**src/rtl/holdover_defs.svh**
```systemverilog
// Register offsets, field positions, reset values and timing counts
`ifndef HOLDOVER_DEFS_SVH
`define HOLDOVER_DEFS_SVH

`define ADDR_CTRL 32'h0000_0000
`define ADDR_CAP_LIMITS 32'h0000_0004
`define ADDR_ERR_LIMIT 32'h0000_0008
`define ADDR_STATUS 32'h0000_000C
`define ADDR_TUNE_CODE 32'h0000_0010
`define ADDR_XTAL_PERIOD 32'h0000_0014

`define CTRL_TRACK_BIT 0
`define STAT_FLAG_BIT 0
`define STAT_RANGE_BIT 1
`define STAT_STATE_LSB 2
`define STAT_RATIO_LSB 4
`define STAT_SOURCE_BIT 6
`define STAT_LOOP_BIT 7

`define CTRL_TRACK_RST 1'b1
`define CAP_MIN_RST 8'h00
`define CAP_MAX_RST 8'h30
`define CAP_MID_RST 8'h18
`define ERR_LIMIT_RST 8'h02
`define PIN_SYNC_RST 7'h18

`define PCLK_NS 20
`define GUARD_NS 25
`define FAIL_PERIODS 2
`define RESTORE_PERIODS 12
`define WINDOW_REFS 6
`define RESTORE_GUARD_CYC ((`GUARD_NS + `PCLK_NS - 1) / `PCLK_NS)

`endif

```
**src/rtl/holdover_pkg.sv**
```systemverilog
// Types shared by the holdover clock buffer control logic
package holdover_pkg;

  typedef enum logic [1:0] {
    ST_HOLDOVER = 2'b00,
    ST_ACQUIRE = 2'b01,
    ST_TRACK = 2'b10
  } lock_state_t;

  typedef enum logic [1:0] {
    RATIO_BYPASS = 2'b00,
    RATIO_HALF = 2'b01,
    RATIO_TWO = 2'b10,
    RATIO_SIX = 2'b11
  } ratio_t;

endpackage : holdover_pkg

```
**src/rtl/ctrl_bus_if.sv**
```systemverilog
// Configuration and status carried between register file and control core
`timescale 1ns/1ps
interface ctrl_bus_if;
  logic track_en;
  logic [7:0] cap_min;
  logic [7:0] cap_max;
  logic [7:0] err_limit;
  logic flag;
  logic out_range;
  logic loop_active;
  logic source;
  logic [1:0] state;
  logic [1:0] ratio;
  logic [7:0] cap_code;
  logic [15:0] xtal_period;

  modport regs (
    output track_en, cap_min, cap_max, err_limit,
    input flag, out_range, loop_active, source, state, ratio, cap_code, xtal_period
  );

  modport core (
    input track_en, cap_min, cap_max, err_limit,
    output flag, out_range, loop_active, source, state, ratio, cap_code, xtal_period
  );
endinterface : ctrl_bus_if

```
**src/rtl/pin_sync.sv**
```systemverilog
// Two-stage pin synchroniser with a third stage for rising-edge detection
`timescale 1ns/1ps
module pin_sync #(
  parameter int W = 7,
  parameter logic [W-1:0] RST = '0
) (
  input wire logic pclk,
  input wire logic presetn,
  input wire logic [W-1:0] pin_raw,
  output logic [W-1:0] pin_s,
  output logic [W-1:0] pin_rise
);
  logic [W-1:0] meta_reg;
  logic [W-1:0] sync_reg;
  logic [W-1:0] last_reg;

  genvar i;
  generate
    for (i = 0; i < W; i++)
    begin : g_bit
      always_ff @(posedge pclk or negedge presetn)
      begin
        if (!presetn)
        begin
          meta_reg[i] <= RST[i];
          sync_reg[i] <= RST[i];
          last_reg[i] <= RST[i];
        end
        else
        begin
          meta_reg[i] <= pin_raw[i];
          sync_reg[i] <= meta_reg[i];
          last_reg[i] <= sync_reg[i];
        end
      end
      assign pin_rise[i] = sync_reg[i] & ~last_reg[i];
    end
  endgenerate

  assign pin_s = sync_reg;
endmodule : pin_sync

```
**src/rtl/apb_regs.sv**
```systemverilog
// APB slave holding configuration and exposing status of the control core
`timescale 1ns/1ps
`include "holdover_defs.svh"
module apb_regs (
  input wire logic pclk,
  input wire logic presetn,
  input wire logic psel,
  input wire logic penable,
  input wire logic pwrite,
  input wire logic [31:0] paddr,
  input wire logic [31:0] pwdata,
  output logic [31:0] prdata,
  output logic pready,
  output logic pslverr,
  ctrl_bus_if.regs cb
);
  wire setup = psel & ~penable;
  wire wr_fire = psel & penable & pready & pwrite;
  wire hit_ctrl = paddr == `ADDR_CTRL;
  wire hit_lim = paddr == `ADDR_CAP_LIMITS;
  wire hit_err = paddr == `ADDR_ERR_LIMIT;
  wire hit_stat = paddr == `ADDR_STATUS;
  wire hit_tune = paddr == `ADDR_TUNE_CODE;
  wire hit_xper = paddr == `ADDR_XTAL_PERIOD;
  wire mapped = hit_ctrl | hit_lim | hit_err | hit_stat | hit_tune | hit_xper;
  wire [7:0] status = {cb.loop_active, cb.source, cb.ratio, cb.state, cb.out_range, cb.flag};
  wire [31:0] rd_mux = hit_ctrl ? {31'h0000_0000, cb.track_en} :
                       hit_lim ? {16'h0000, cb.cap_max, cb.cap_min} :
                       hit_err ? {24'h00_0000, cb.err_limit} :
                       hit_stat ? {24'h00_0000, status} :
                       hit_tune ? {24'h00_0000, cb.cap_code} :
                       hit_xper ? {16'h0000, cb.xtal_period} : 32'h0000_0000;

  // Zero wait states: answer is ready in the first access cycle
  always_ff @(posedge pclk or negedge presetn)
  begin
    if (!presetn)
    begin
      pready <= 1'b0;
      pslverr <= 1'b0;
      prdata <= 32'h0000_0000;
    end
    else
    begin
      pready <= setup;
      pslverr <= setup & ~mapped;
      if (setup)
        prdata <= pwrite ? 32'h0000_0000 : rd_mux;
    end
  end

  // Status registers ignore writes without an error
  always_ff @(posedge pclk or negedge presetn)
  begin
    if (!presetn)
    begin
      cb.track_en <= `CTRL_TRACK_RST;
      cb.cap_min <= `CAP_MIN_RST;
      cb.cap_max <= `CAP_MAX_RST;
      cb.err_limit <= `ERR_LIMIT_RST;
    end
    else if (wr_fire)
    begin
      if (hit_ctrl)
        cb.track_en <= pwdata[`CTRL_TRACK_BIT];
      if (hit_lim)
      begin
        cb.cap_min <= pwdata[7:0];
        cb.cap_max <= pwdata[15:8];
      end
      if (hit_err)
        cb.err_limit <= pwdata[7:0];
    end
  end
endmodule : apb_regs

```
**src/rtl/holdover_clock_buffer_ctrl.sv**
```systemverilog
// Control core of a holdover zero-delay clock buffer with APB registers
//
// Contract
// - source_choice high selects reference A, low selects reference B.
// - Ratio code 00 bypasses loop and crystal; reference goes straight out.
// - Ratio code 01 is 1/2, 10 is 2, 11 is 6, reference to crystal.
// - Four outputs in two banks, all at reference frequency, phase aligned.
// - Valid flag high while selected reference valid, low while invalid.
// - On reference loss freeze crystal tuning; outputs continue glitch free.
// - Flag falls within two crystal periods plus 25 ns after failure.
// - Flag rises no earlier than twelve crystal periods plus 25 ns.
// - Track only while reference over ratio is in capture range.
// - Tuning resumes automatically when a valid reference returns.
// - Loop is always clocked from the crystal, never from a reference.
// - Crystal tuned by a digital capacitor code, about 300 ppm range.
// - Ratio selects default high; references, loop return and outputs low.
`timescale 1ns/1ps
`include "holdover_defs.svh"
module holdover_clock_buffer_ctrl (
  input wire logic pclk,
  input wire logic presetn,
  input wire logic psel,
  input wire logic penable,
  input wire logic pwrite,
  input wire logic [31:0] paddr,
  input wire logic [31:0] pwdata,
  output logic [31:0] prdata,
  output logic pready,
  output logic pslverr,
  input wire logic ref_a_in,
  input wire logic ref_b_in,
  input wire logic source_choice,
  input wire logic [1:0] ratio_sel,
  input wire logic loop_return_in,
  input wire logic crystal_in,
  output logic crystal_out,
  output logic [1:0] bank_a_out,
  output logic [1:0] bank_b_out,
  output logic valid_flag,
  output logic [7:0] tuning_code
);
  localparam int PINS = 7;
  localparam logic [7:0] FAIL_EXTRA = 8'(`FAIL_PERIODS);
  // One extra edge: the first counted edge only opens the first full period
  localparam logic [7:0] RESTORE_CNT = 8'(`RESTORE_PERIODS + 1);
  localparam logic [2:0] GUARD_CNT = 3'(`RESTORE_GUARD_CYC);
  localparam logic [3:0] WIN_LAST = 4'(`WINDOW_REFS - 1);

  ctrl_bus_if cb ();

  apb_regs u_regs (
    .pclk(pclk),
    .presetn(presetn),
    .psel(psel),
    .penable(penable),
    .pwrite(pwrite),
    .paddr(paddr),
    .pwdata(pwdata),
    .prdata(prdata),
    .pready(pready),
    .pslverr(pslverr),
    .cb(cb.regs)
  );

  logic [PINS-1:0] pin_s;
  logic [PINS-1:0] pin_rise;
  wire [PINS-1:0] pin_raw = {crystal_in, loop_return_in, ratio_sel, source_choice,
                             ref_b_in, ref_a_in};

  // undriven default
  // Synchroniser resets mirror the pin pulls: ratio selects high, source select and clocks low
  pin_sync #(
    .W(PINS),
    .RST(`PIN_SYNC_RST)
  ) u_sync (
    .pclk(pclk),
    .presetn(presetn),
    .pin_raw(pin_raw),
    .pin_s(pin_s),
    .pin_rise(pin_rise)
  );

  wire sel_ref = pin_s[2] ? pin_s[0] : pin_s[1];
  wire ref_edge = pin_s[2] ? pin_rise[0] : pin_rise[1];
  wire xtal_edge = pin_rise[6];
  wire loop_edge = pin_rise[5];
  wire holdover_pkg::ratio_t ratio = holdover_pkg::ratio_t'(pin_s[4:3]);
  wire bypass = ratio == holdover_pkg::RATIO_BYPASS;

  // crystal edges per reference period and per window
  function automatic logic [7:0] gap_per_ref(input holdover_pkg::ratio_t r);
    // Faster references leave no whole crystal edge per gap, so the limit stays tight
    gap_per_ref = (r == holdover_pkg::RATIO_HALF) ? 8'h02 : 8'h00;
  endfunction : gap_per_ref

  function automatic logic [7:0] win_expect(input holdover_pkg::ratio_t r);
    unique case (r)
      holdover_pkg::RATIO_HALF: win_expect = 8'(`WINDOW_REFS * 2);
      holdover_pkg::RATIO_TWO: win_expect = 8'(`WINDOW_REFS / 2);
      holdover_pkg::RATIO_SIX: win_expect = 8'(`WINDOW_REFS / 6);
      holdover_pkg::RATIO_BYPASS: win_expect = 8'h00;
    endcase
  endfunction : win_expect

  holdover_pkg::lock_state_t state_reg;
  holdover_pkg::lock_state_t state_next;
  logic [7:0] gap_cnt_reg;
  logic [3:0] win_ref_reg;
  logic [7:0] win_xtal_reg;
  logic win_done_reg;
  logic win_bad_reg;
  logic out_range_reg;
  logic [7:0] cap_code_reg;
  logic [7:0] acq_cnt_reg;
  logic [2:0] guard_cnt_reg;
  logic [15:0] xper_cnt_reg;
  logic [15:0] xtal_period_reg;
  logic [15:0] nco_cnt_reg;
  logic nco_clk_reg;
  logic loop_seen_reg;
  logic loop_active_reg;
  logic flag_reg;
  logic crystal_out_reg;
  logic [1:0] bank_a_reg;
  logic [1:0] bank_b_reg;

  // limit is one expected gap plus two crystal periods
  wire [7:0] gap_limit = gap_per_ref(ratio) + FAIL_EXTRA;
  wire ref_lost = gap_cnt_reg >= gap_limit;

  always_ff @(posedge pclk or negedge presetn)
  begin
    if (!presetn)
      gap_cnt_reg <= 8'h00;
    else if (ref_edge)
      gap_cnt_reg <= 8'h00;
    else if (xtal_edge && !ref_lost)
      gap_cnt_reg <= gap_cnt_reg + 8'h01;
  end

  // frequency window over a fixed count of reference edges
  wire win_close = ref_edge && (win_ref_reg == WIN_LAST);
  wire [8:0] win_err = {1'b0, win_xtal_reg} - {1'b0, win_expect(ratio)};
  wire [8:0] win_mag = win_err[8] ? 9'(-win_err) : win_err;
  wire xtal_fast = !win_err[8] && (win_err != 9'h000);
  wire xtal_slow = win_err[8];
  wire at_max = cap_code_reg >= cb.cap_max;
  wire at_min = cap_code_reg <= cb.cap_min;
  wire rail_hit = (xtal_fast && at_max) || (xtal_slow && at_min);
  wire win_fail = !bypass && ((win_mag > {1'b0, cb.err_limit}) || rail_hit);

  always_ff @(posedge pclk or negedge presetn)
  begin
    if (!presetn)
    begin
      win_ref_reg <= 4'h0;
      win_xtal_reg <= 8'h00;
      win_done_reg <= 1'b0;
      win_bad_reg <= 1'b0;
    end
    else
    begin
      win_done_reg <= win_close;
      if (win_close)
        win_bad_reg <= win_fail;
      if (win_close || ref_lost)
      begin
        win_ref_reg <= 4'h0;
        // An edge on the closing cycle opens the next window, so none is lost
        win_xtal_reg <= {7'h00, xtal_edge};
      end
      else
      begin
        if (ref_edge)
          win_ref_reg <= win_ref_reg + 4'h1;
        if (xtal_edge && win_xtal_reg != 8'hFF)
          win_xtal_reg <= win_xtal_reg + 8'h01;
      end
    end
  end

  // Range result stands until the next complete window
  always_ff @(posedge pclk or negedge presetn)
  begin
    if (!presetn)
      out_range_reg <= 1'b0;
    else if (win_done_reg)
      out_range_reg <= win_bad_reg;
  end

  // capacitor code steps one unit per good window
  // no step outside acquire or track, so holdover keeps the last code
  // stepping resumes by itself once acquire is entered again
  wire tune_ok = cb.track_en && !bypass && !win_fail &&
                 (state_reg != holdover_pkg::ST_HOLDOVER);

  always_ff @(posedge pclk or negedge presetn)
  begin
    if (!presetn)
      cap_code_reg <= `CAP_MID_RST;
    else if (win_close && tune_ok)
    begin
      if (xtal_fast)
        cap_code_reg <= cap_code_reg + 8'h01;
      else if (xtal_slow)
        cap_code_reg <= cap_code_reg - 8'h01;
    end
  end

  // restore needs twelve crystal periods then the 25 ns guard
  wire restore_done = (acq_cnt_reg >= RESTORE_CNT) && (guard_cnt_reg >= GUARD_CNT);
  wire lose_lock = ref_lost || (win_done_reg && win_bad_reg);

  always_comb
  begin
    state_next = state_reg;
    unique case (state_reg)
      holdover_pkg::ST_HOLDOVER:
        if (ref_edge)
          state_next = holdover_pkg::ST_ACQUIRE;
      holdover_pkg::ST_ACQUIRE:
        if (lose_lock)
          state_next = holdover_pkg::ST_HOLDOVER;
        else if (restore_done)
          state_next = holdover_pkg::ST_TRACK;
      holdover_pkg::ST_TRACK:
        if (lose_lock)
          state_next = holdover_pkg::ST_HOLDOVER;
      default:
        state_next = holdover_pkg::ST_HOLDOVER;
    endcase
  end

  always_ff @(posedge pclk or negedge presetn)
  begin
    if (!presetn)
      state_reg <= holdover_pkg::ST_HOLDOVER;
    else
      state_reg <= state_next;
  end

  // Acquire counters restart on every entry so a flicker cannot shorten the wait
  always_ff @(posedge pclk or negedge presetn)
  begin
    if (!presetn)
    begin
      acq_cnt_reg <= 8'h00;
      guard_cnt_reg <= 3'h0;
    end
    else if (state_reg != holdover_pkg::ST_ACQUIRE)
    begin
      acq_cnt_reg <= 8'h00;
      guard_cnt_reg <= 3'h0;
    end
    else if (acq_cnt_reg < RESTORE_CNT)
    begin
      if (xtal_edge)
        acq_cnt_reg <= acq_cnt_reg + 8'h01;
    end
    else if (guard_cnt_reg < GUARD_CNT)
      guard_cnt_reg <= guard_cnt_reg + 3'h1;
  end

  // flag follows the state that will hold after this edge
  // loss drops the flag on the edge that sees the count limit
  always_ff @(posedge pclk or negedge presetn)
  begin
    if (!presetn)
      flag_reg <= 1'b0;
    else
      flag_reg <= state_next == holdover_pkg::ST_TRACK;
  end

  // crystal period in system clocks is the only loop time base
  always_ff @(posedge pclk or negedge presetn)
  begin
    if (!presetn)
    begin
      xper_cnt_reg <= 16'h0000;
      xtal_period_reg <= 16'h0000;
    end
    else if (xtal_edge)
    begin
      xper_cnt_reg <= 16'h0000;
      xtal_period_reg <= xper_cnt_reg + 16'h0001;
    end
    else if (xper_cnt_reg != 16'hFFFF)
      xper_cnt_reg <= xper_cnt_reg + 16'h0001;
  end

  // output period equals crystal period divided by the ratio
  // Divide by six is approximated as 43/256, good to under one percent
  wire [23:0] xp_sixth = {8'h00, xtal_period_reg} * 24'h00002B;
  wire [15:0] out_period = (ratio == holdover_pkg::RATIO_HALF) ? {xtal_period_reg[14:0], 1'b0} :
                           (ratio == holdover_pkg::RATIO_TWO) ? {1'b0, xtal_period_reg[15:1]} :
                           xp_sixth[23:8];
  wire [15:0] half_raw = {1'b0, out_period[15:1]};
  wire [15:0] half_period = (half_raw == 16'h0000) ? 16'h0001 : half_raw;

  // phase aligned to the reference edge, only while tracking
  // no realignment in holdover so the held clock never glitches
  wire align = ref_edge && (state_reg == holdover_pkg::ST_TRACK) && !bypass;

  always_ff @(posedge pclk or negedge presetn)
  begin
    if (!presetn)
    begin
      nco_cnt_reg <= 16'h0000;
      nco_clk_reg <= 1'b0;
    end
    else if (align)
    begin
      nco_cnt_reg <= 16'h0000;
      nco_clk_reg <= 1'b1;
    end
    else if (nco_cnt_reg >= half_period - 16'h0001)
    begin
      nco_cnt_reg <= 16'h0000;
      nco_clk_reg <= ~nco_clk_reg;
    end
    else
      nco_cnt_reg <= nco_cnt_reg + 16'h0001;
  end

  // loop return activity is reported once per window
  always_ff @(posedge pclk or negedge presetn)
  begin
    if (!presetn)
    begin
      loop_seen_reg <= 1'b0;
      loop_active_reg <= 1'b0;
    end
    else if (win_done_reg)
    begin
      loop_active_reg <= loop_seen_reg || loop_edge;
      loop_seen_reg <= 1'b0;
    end
    else if (loop_edge)
      loop_seen_reg <= 1'b1;
  end

  // two banks of two, each from its own flop to keep skew equal
  // bypass feeds the synchronised reference straight to the banks
  genvar i;
  generate
    for (i = 0; i < 2; i++)
    begin : g_bank
      always_ff @(posedge pclk or negedge presetn)
      begin
        if (!presetn)
        begin
          bank_a_reg[i] <= 1'b0;
          bank_b_reg[i] <= 1'b0;
        end
        else
        begin
          bank_a_reg[i] <= bypass ? sel_ref : nco_clk_reg;
          bank_b_reg[i] <= bypass ? sel_ref : nco_clk_reg;
        end
      end
    end
  endgenerate

  // Crystal drive is the inverted sampled input, held low in bypass
  always_ff @(posedge pclk or negedge presetn)
  begin
    if (!presetn)
      crystal_out_reg <= 1'b0;
    else
      crystal_out_reg <= !bypass && !pin_s[6];
  end

  assign cb.flag = flag_reg;
  assign cb.out_range = out_range_reg;
  assign cb.loop_active = loop_active_reg;
  assign cb.source = pin_s[2];
  assign cb.state = state_reg;
  assign cb.ratio = pin_s[4:3];
  assign cb.cap_code = cap_code_reg;
  assign cb.xtal_period = xtal_period_reg;

  assign valid_flag = flag_reg;
  assign tuning_code = cap_code_reg;
  assign crystal_out = crystal_out_reg;
  assign bank_a_out = bank_a_reg;
  assign bank_b_out = bank_b_reg;
endmodule : holdover_clock_buffer_ctrl

```
**config.mk**
```make
export PLATFORM = sky130hd
export DESIGN_NAME = holdover_clock_buffer_ctrl
export DESIGN_NICKNAME = d
export VERILOG_FILES = /design/src/rtl/holdover_pkg.sv /design/src/rtl/ctrl_bus_if.sv /design/src/rtl/pin_sync.sv /design/src/rtl/apb_regs.sv /design/src/rtl/holdover_clock_buffer_ctrl.sv
export VERILOG_INCLUDE_DIRS = /design/src /design/src/rtl
export SDC_FILE = /design/constraint.sdc
export NUM_CORES = 1
export LEC_CHECK = 0
export BUFFER_PORTS_ARGS = -buffer_cell sky130_fd_sc_hd__clkbuf_2
export CAP_MARGIN = 10
export CORE_MARGIN = 1.5
export CORE_UTILIZATION = 45
export CTS_CLUSTER_SIZE = 14
export DETAILED_ROUTE_END_ITERATION = 8
export MAX_ROUTING_LAYER = met4
export SLEW_MARGIN = 5
export SYNTH_ARGS = -nofsm -noshare
export SYNTH_HDL_FRONTEND = slang
export SYNTH_SLANG_ARGS = --single-unit
export TNS_END_PERCENT = 1
```
**constraint.sdc**
```tcl
create_clock -name pclk -period 7.2 [get_ports pclk]
set_clock_uncertainty 0.15 [all_clocks]
set_input_delay 1.08 -clock pclk [delete_from_list [all_inputs] [get_ports pclk]]
set_output_delay 1.08 -clock pclk [all_outputs]
set_load 0.03 [all_outputs]
```
Word level (Yosys, flattened, before mapping). Index checks and enable logic that the tools add are counted.

Add/subtract/negate cells: 13. Bitwise logic cells: 21. Muxes and demuxes: 43. Order comparisons: 9. Reductions and logical operators: 48. Equality and inequality tests: 16. Multipliers: 1.

Operators by type and width (count): 32-bit 2-to-1 mux (6); 16-bit 2-to-1 mux (6); 8-bit 2-to-1 mux (9); 32-bit by 4-bit equality test with 1-bit output, second input constant (2); 32-bit by 5-bit equality test with 1-bit output, second input constant (2); 16-bit by 1-bit adder with 16-bit output, second input constant (2); 8-bit by 1-bit adder with 8-bit output, second input constant (4); 32-bit by 3-bit equality test with 1-bit output, second input constant (1); 32-bit logical NOT (1); 8-bit one-hot mux with 4 select lines (1); 15-bit 2-to-1 mux (2); 16-bit by 6-bit multiplier with 22-bit output, second input constant (1); 2-bit nonzero test (11); 16-bit >= comparator (1); 1-bit logical AND (16); 16-bit logical NOT (1); 16-bit inequality test, second input constant (1); 15-bit by 1-bit subtractor with 16-bit output, second input constant (1); 2-bit AND reduction (6); 2-bit 2-to-1 mux (5); 1-bit AND (9); 9-bit by 8-bit > comparator with 1-bit output (1); 3-bit 2-to-1 mux (3); 9-bit 2-to-1 mux (1); other kinds (28) (58).

Output and inout port bits: 48. Bits of input ports: 76. Flip-flop bits (word level): 175. Word-level logic and storage cells: 195.

Longest topological paths before layout.
Depth in word-level cells: 14. Mapped depth: 30. Mapped depth without buffers: 27.

Modules after synthesis. A second synthesis with hierarchy kept.

Cells, all modules: 1218. Area total of the unflattened synthesis: 11667.4 um2.

Modules (own cells, without submodules): holdover_clock_buffer_ctrl (cells an instance 984, seq. area each 2454.9 um2, area an instance 8797.2 um2, times used 1); apb_regs (cells an instance 206, seq. area each 1081.0 um2, area an instance 2240.9 um2, times used 1); pin_sync (cells an instance 28, seq. area each 533.0 um2, area an instance 629.4 um2, times used 1).

Worst setup path before layout. OpenSTA, ideal clock, no wires.

Path type: register to register. Start: register xtal_period_reg[7], in the netlist cb.xtal_period[7]. End: register nco_cnt_reg[10]. Stages on the path, launching flop included: 31. Setup time: 0.072 ns. Setup slack: 0.683 ns. Arrival time: 6.295 ns. Path buffers: 3. Period minus slack after synthesis: 6.517 ns. Data required time: 6.978 ns. Cells stage by stage: dfrtp_1 ha_1 inv_1 fa_1 fa_1 inv_1 ha_1 buf_2 and4_1 nand3_1 a21oi_1 mux2i_1 o211ai_1 o221a_2 or3_1 o31a_1 ha_1 and2_1 nand4b_2 xor2_1 ha_1 a21o_1 a21o_1 a21oi_1 nor2_1 a21oi_1 o211ai_1 nand2b_1 clkbuf_1 clkbuf_1 nor2_1.

Word-level cells in the longest chain between the ends: 9.

Ends and longest elaborated chain: from (decl) (RTL line holdover_clock_buffer_ctrl.sv:117) `logic [15:0] xtal_period_reg;`; from (signal assigned) (RTL line holdover_clock_buffer_ctrl.sv:285) `xtal_period_reg <= xper_cnt_reg + 16'h0001;`; 16-bit by 6-bit multiplier with 22-bit output (RTL line holdover_clock_buffer_ctrl.sv:293) `wire [23:0] xp_sixth = {8'h00, xtal_period_reg} * 24'h00002B;`; 15-bit 2-to-1 mux (RTL line holdover_clock_buffer_ctrl.sv:295) `(ratio == holdover_pkg::RATIO_TWO) ? {1'b0, xtal_period_reg[15:1]} :`; 16-bit 2-to-1 mux * (RTL line holdover_clock_buffer_ctrl.sv:294) `wire [15:0] out_period = (ratio == holdover_pkg::RATIO_HALF) ? {xtal_period_reg[14:0], 1'b0} :`; 16-bit logical NOT (RTL line holdover_clock_buffer_ctrl.sv:298) `wire [15:0] half_period = (half_raw == 16'h0000) ? 16'h0001 : half_raw;`; 15-bit 2-to-1 mux * (RTL line holdover_clock_buffer_ctrl.sv:298); 15-bit by 1-bit subtractor with 16-bit output * (RTL line holdover_clock_buffer_ctrl.sv:316) `else if (nco_cnt_reg >= half_period - 16'h0001)`; 16-bit >= comparator * (RTL line holdover_clock_buffer_ctrl.sv:316); 16-bit 2-to-1 mux * (RTL line holdover_clock_buffer_ctrl.sv:316); 16-bit 2-to-1 mux * (RTL line holdover_clock_buffer_ctrl.sv:311) `else if (align)`; to (signal assigned) (RTL line holdover_clock_buffer_ctrl.sv:322) `nco_cnt_reg <= nco_cnt_reg + 16'h0001;`; to (decl) (RTL line holdover_clock_buffer_ctrl.sv:118) `logic [15:0] nco_cnt_reg;`.

Every way passes the cells marked *; elsewhere a longest branch is shown, timed or not. A chain may end at the register's enable or synchronous reset.

Worst setup path in the final report.
Start: register xtal_period_reg[5], in the netlist cb.xtal_period[5]. End: register nco_cnt_reg[14].

Same word-level chain as after synthesis.

==> impl_metrics.json <==
{
  "run_status": "completed",
  "ant_nets": 0,
  "totalPowerFinal_uw": 2860,
  "cts_num_sinks": 159,
  "synth_seq_cells": 159,
  "finalCoreUtilization_pct": 51.8,
  "grt_pass1_vias": 8967,
  "max_clock_freq_mhz": 146,
  "use_met1_pct": 29.5,
  "timing.critical_path.slowest_stage_cell": "sky130_fd_sc_hd__fa_1",
  "regToRegStartpoint": "cb.xtal_period[5]",
  "timing.critical_path.required_ns": 7.41,
  "critPathMaxStageDelay_ns": 0.52,
  "leading_post_synthesis_cells_by_instance_count": "sky130_fd_sc_hd__dfrtp_1 (149), sky130_fd_sc_hd__ha_1 (121), sky130_fd_sc_hd__inv_1 (107)",
  "core_region_area_um2": 25000,
  "max_cap_viol_count": 0,
  "grt_most_used_layer": "met2",
  "fin_crit_ns": 6.87,
  "viasPerCell": 5.48,
  "gp_congestion": 0.886,
  "yosysMostFrequentCell": "sky130_fd_sc_hd__dfrtp_1",
  "num_io_pins": 124,
  "cp-end-kind": "register",
  "initial_core_util_pct": 45.7,
  "floorplan.die_area_um2": 26400,
  "drtPass1Iterations": 5,
  "final_layout_size_suffix_gt1_share_pct": 16.8,
  "grt_pass1_wl_um": 46200,
  "worstPathArrival_ns": 7.08,
  "cts.path.max_buffers": 2,
  "detailroute.via_count": 9171,
  "placementRows": 58,
  "dominantRegCellSynth": "sky130_fd_sc_hd__dfrtp_1",
  "synth.area.top_cells": "sky130_fd_sc_hd__dfrtp_1 (33%), sky130_fd_sc_hd__ha_1 (13%), sky130_fd_sc_hd__fa_1 (4.6%)",
  "detail_route.wl_per_cell_um": 16.8,
  "globalRouteMet2Util_pct": 37.1,
  "port_buffer_cells": 91,
  "setup.reg_to_reg.worst_slack_ns": 0.33,
  "timing.reg2reg.worst_path_depth": 28,
  "floorplan.die.width_um": 162,
  "whs_path_depth": 0,
  "crit_path_start_kind": "register",
  "critical_path_peak_fanout": 16,
  "overflow": 0,
  "route.final.wire_length_um": 28200,
  "flow.area_growth_from_synthesis_pct": 13.3,
  "drt_first_iter_violations": 458,
  "fin_area_um2": 13000,
  "timing.final.crit_share_pct": 95.4,
  "start_to_end_type_of_the_worst_setup_path": "register to register",
  "largest_net_degree_at_the_start_of_global_routing": 86,
  "hold_buffers": 0,
  "tritoncts": "built",
  "vertical_die_dimension_um": 162,
  "gr-usage-all-layers_pct": 22.8,
  "power-per-cell-area_nw_per_um2": 220,
  "ir_drop_uv": 143,
  "worst_min_delay_path_category": "register to register",
  "syn_inst": 1228,
  "setup_viol": 0,
  "slew_headroom_pct": 32.4,
  "cts.clk_slew.worst_paths_ns": 0.07,
  "yosys_warnings": 0,
  "hpwlAfterDp_um": 21200,
  "rsz0062_at_grt": "no",
  "synth.cell_area_um2": 11400,
  "synth_area_leader_cell": "sky130_fd_sc_hd__dfrtp_1",
  "yosys.area.top_type_share_pct": 32.6,
  "postSynthAreaPerCell_um2": 9.31,
  "timing.hold.worst_endpoint": "u_sync.pin_s[2]",
  "slew_violations": 0,
  "buffer_cell_driving_the_clock_tree_root": "sky130_fd_sc_hd__clkbuf_16",
  "regToRegEndpoint": "nco_cnt_reg[14]",
  "antennaDiodeCount": 0,
  "synth_edf_count": 0,
  "numCtsBuffers": 17,
  "design.final.nets": 1553,
  "drcViolationCount": 0,
  "grt_use_met3_pct": 3.67,
  "ys_seq_area_share_pct": 34.9,
  "max_slew.worst_pin.slew_ns": 1.01,
  "antenna_found_initial": 0,
  "asr_flop_ratio_synth_pct": 100,
  "place_area_um2": 12300,
  "total_leakage_power_uw": 0.00625,
  "synth_cell_types": 79,
  "launch_instance_of_the_worst_min_delay_path": "u_sync.meta_reg[2]",
  "setup_total_negative_slack_ns": 0,
  "hold_viol_final": 0,
  "h_tree_depth": 4,
  "clock_insertion_delay_worst_skew_ns": 0.43
}
critical path: cells and delay by family, from the launching register on:
kind | cells | cell delay (ns)
fa+ha+maj | 6 | 2.25
compound gates | 8 | 1.80
simple gates | 9 | 1.40
flops | 1 | 0.51
buf+inv | 3 | 0.26
mux | 1 | 0.22
xor+xnor | 1 | 0.18
how the worst max path moves through the flow:
stage	from	end	depth (start not counted)
floorplan	cb.xtal_period[7]	nco_cnt_reg[10]	30
global placement	cb.xtal_period[6]	nco_cnt_reg[6]	28
detailed placement	cb.xtal_period[6]	nco_cnt_reg[8]	28
CTS	cb.xtal_period[6]	nco_cnt_reg[14]	28
global route	cb.xtal_period[11]	nco_cnt_reg[4]	28
finish	cb.xtal_period[5]	nco_cnt_reg[14]	28
layer usage:
| metal | wire (um) | vias to the layer above |
|---|---|---|
| li1 | - | 4497 |
| met1 | 13100 | 4453 |
| met2 | 13400 | 180 |
| met3 | 1100 | 41 |
| met4 | 650 | 0 |
| met5 | 0 | - |
cell usage in the layout (no fill, tap or decap), types with 5 or more instances in the layout:
cell	n
sky130_fd_sc_hd__dfrtp_1	144
sky130_fd_sc_hd__ha_1	120
sky130_fd_sc_hd__inv_1	107
sky130_fd_sc_hd__nor2_1	100
sky130_fd_sc_hd__nand2_1	98
sky130_fd_sc_hd__clkbuf_2	90
sky130_fd_sc_hd__o21ai_0	81
sky130_fd_sc_hd__a21oi_1	49
sky130_fd_sc_hd__xor2_1	39
sky130_fd_sc_hd__buf_4	34
sky130_fd_sc_hd__nand3_1	32
sky130_fd_sc_hd__xnor2_1	29
sky130_fd_sc_hd__a21o_1	26
sky130_fd_sc_hd__mux2_2	26
sky130_fd_sc_hd__fa_1	26
sky130_fd_sc_hd__nand4_1	19
sky130_fd_sc_hd__conb_1	17
sky130_fd_sc_hd__clkbuf_16	17
sky130_fd_sc_hd__mux2i_1	16
sky130_fd_sc_hd__a22oi_1	16
sky130_fd_sc_hd__nor3_1	15
sky130_fd_sc_hd__nand2b_1	14
sky130_fd_sc_hd__o22ai_1	14
sky130_fd_sc_hd__a211oi_1	13
sky130_fd_sc_hd__and2_1	12
sky130_fd_sc_hd__and3_1	12
sky130_fd_sc_hd__nor4_1	11
sky130_fd_sc_hd__nor2b_1	10
sky130_fd_sc_hd__o211ai_1	10
sky130_fd_sc_hd__a31oi_1	10
sky130_fd_sc_hd__dfstp_2	10
sky130_fd_sc_hd__a22o_1	9
sky130_fd_sc_hd__o21a_1	9
sky130_fd_sc_hd__or3_1	8
sky130_fd_sc_hd__o21ai_1	6
sky130_fd_sc_hd__dfrtp_2	5
sky130_fd_sc_hd__inv_6	5
kinds of logic (layout without fill, tap and decap cells):
| logic type | after synthesis | in the layout | synth area share, % |
|---|---|---|---|
| fa+ha+maj | 147 | 147 | 17.8 |
| buf+inv | 166 | 266 | 6.19 |
| compound gates | 285 | 285 | 16.2 |
| flops | 159 | 159 | 34.9 |
| other cells | 2 | 17 | 0.0657 |
| mux | 42 | 42 | 3.96 |
| xor+xnor | 69 | 69 | 5.35 |
| simple gates | 358 | 358 | 15.5 |
metrics by stage:
step                      instances  setup slack, ns  hold WS, ns
after floorplan                1243            0.683        0.181
after global placement         1641            0.343        0.183
after detailed placement       1641            0.258        0.185
after CTS                      1673            0.220        0.200
after global routing           1673          0.00747        0.205
final                          1673            0.330        0.198
layout make-up:
type / count / area [um^2]
repair buffers: 126 / 737
well taps: 330 / 413
clock inverters: 12 / 146
inverters: 108 / 405
multi-input cells: 918 / 6810
flip-flops and latches: 159 / 4000
clock buffers: 20 / 447
fillers: 2393 / 12100
what timing repair did:
item / CTS / global route
endpoints found under the setup margin: 0 / 17
setup buffers: 0 / 0
gates resized for setup: 0 / 11
report_power, final:
part	internal, uW	switching [uW]	leakage, uW	total (uW)
clock network	529	400	0.000281	929
logic	362	499	0.00389	861
registers	968	97.4	0.00207	1070
Power figures use the tool's default switching activity.
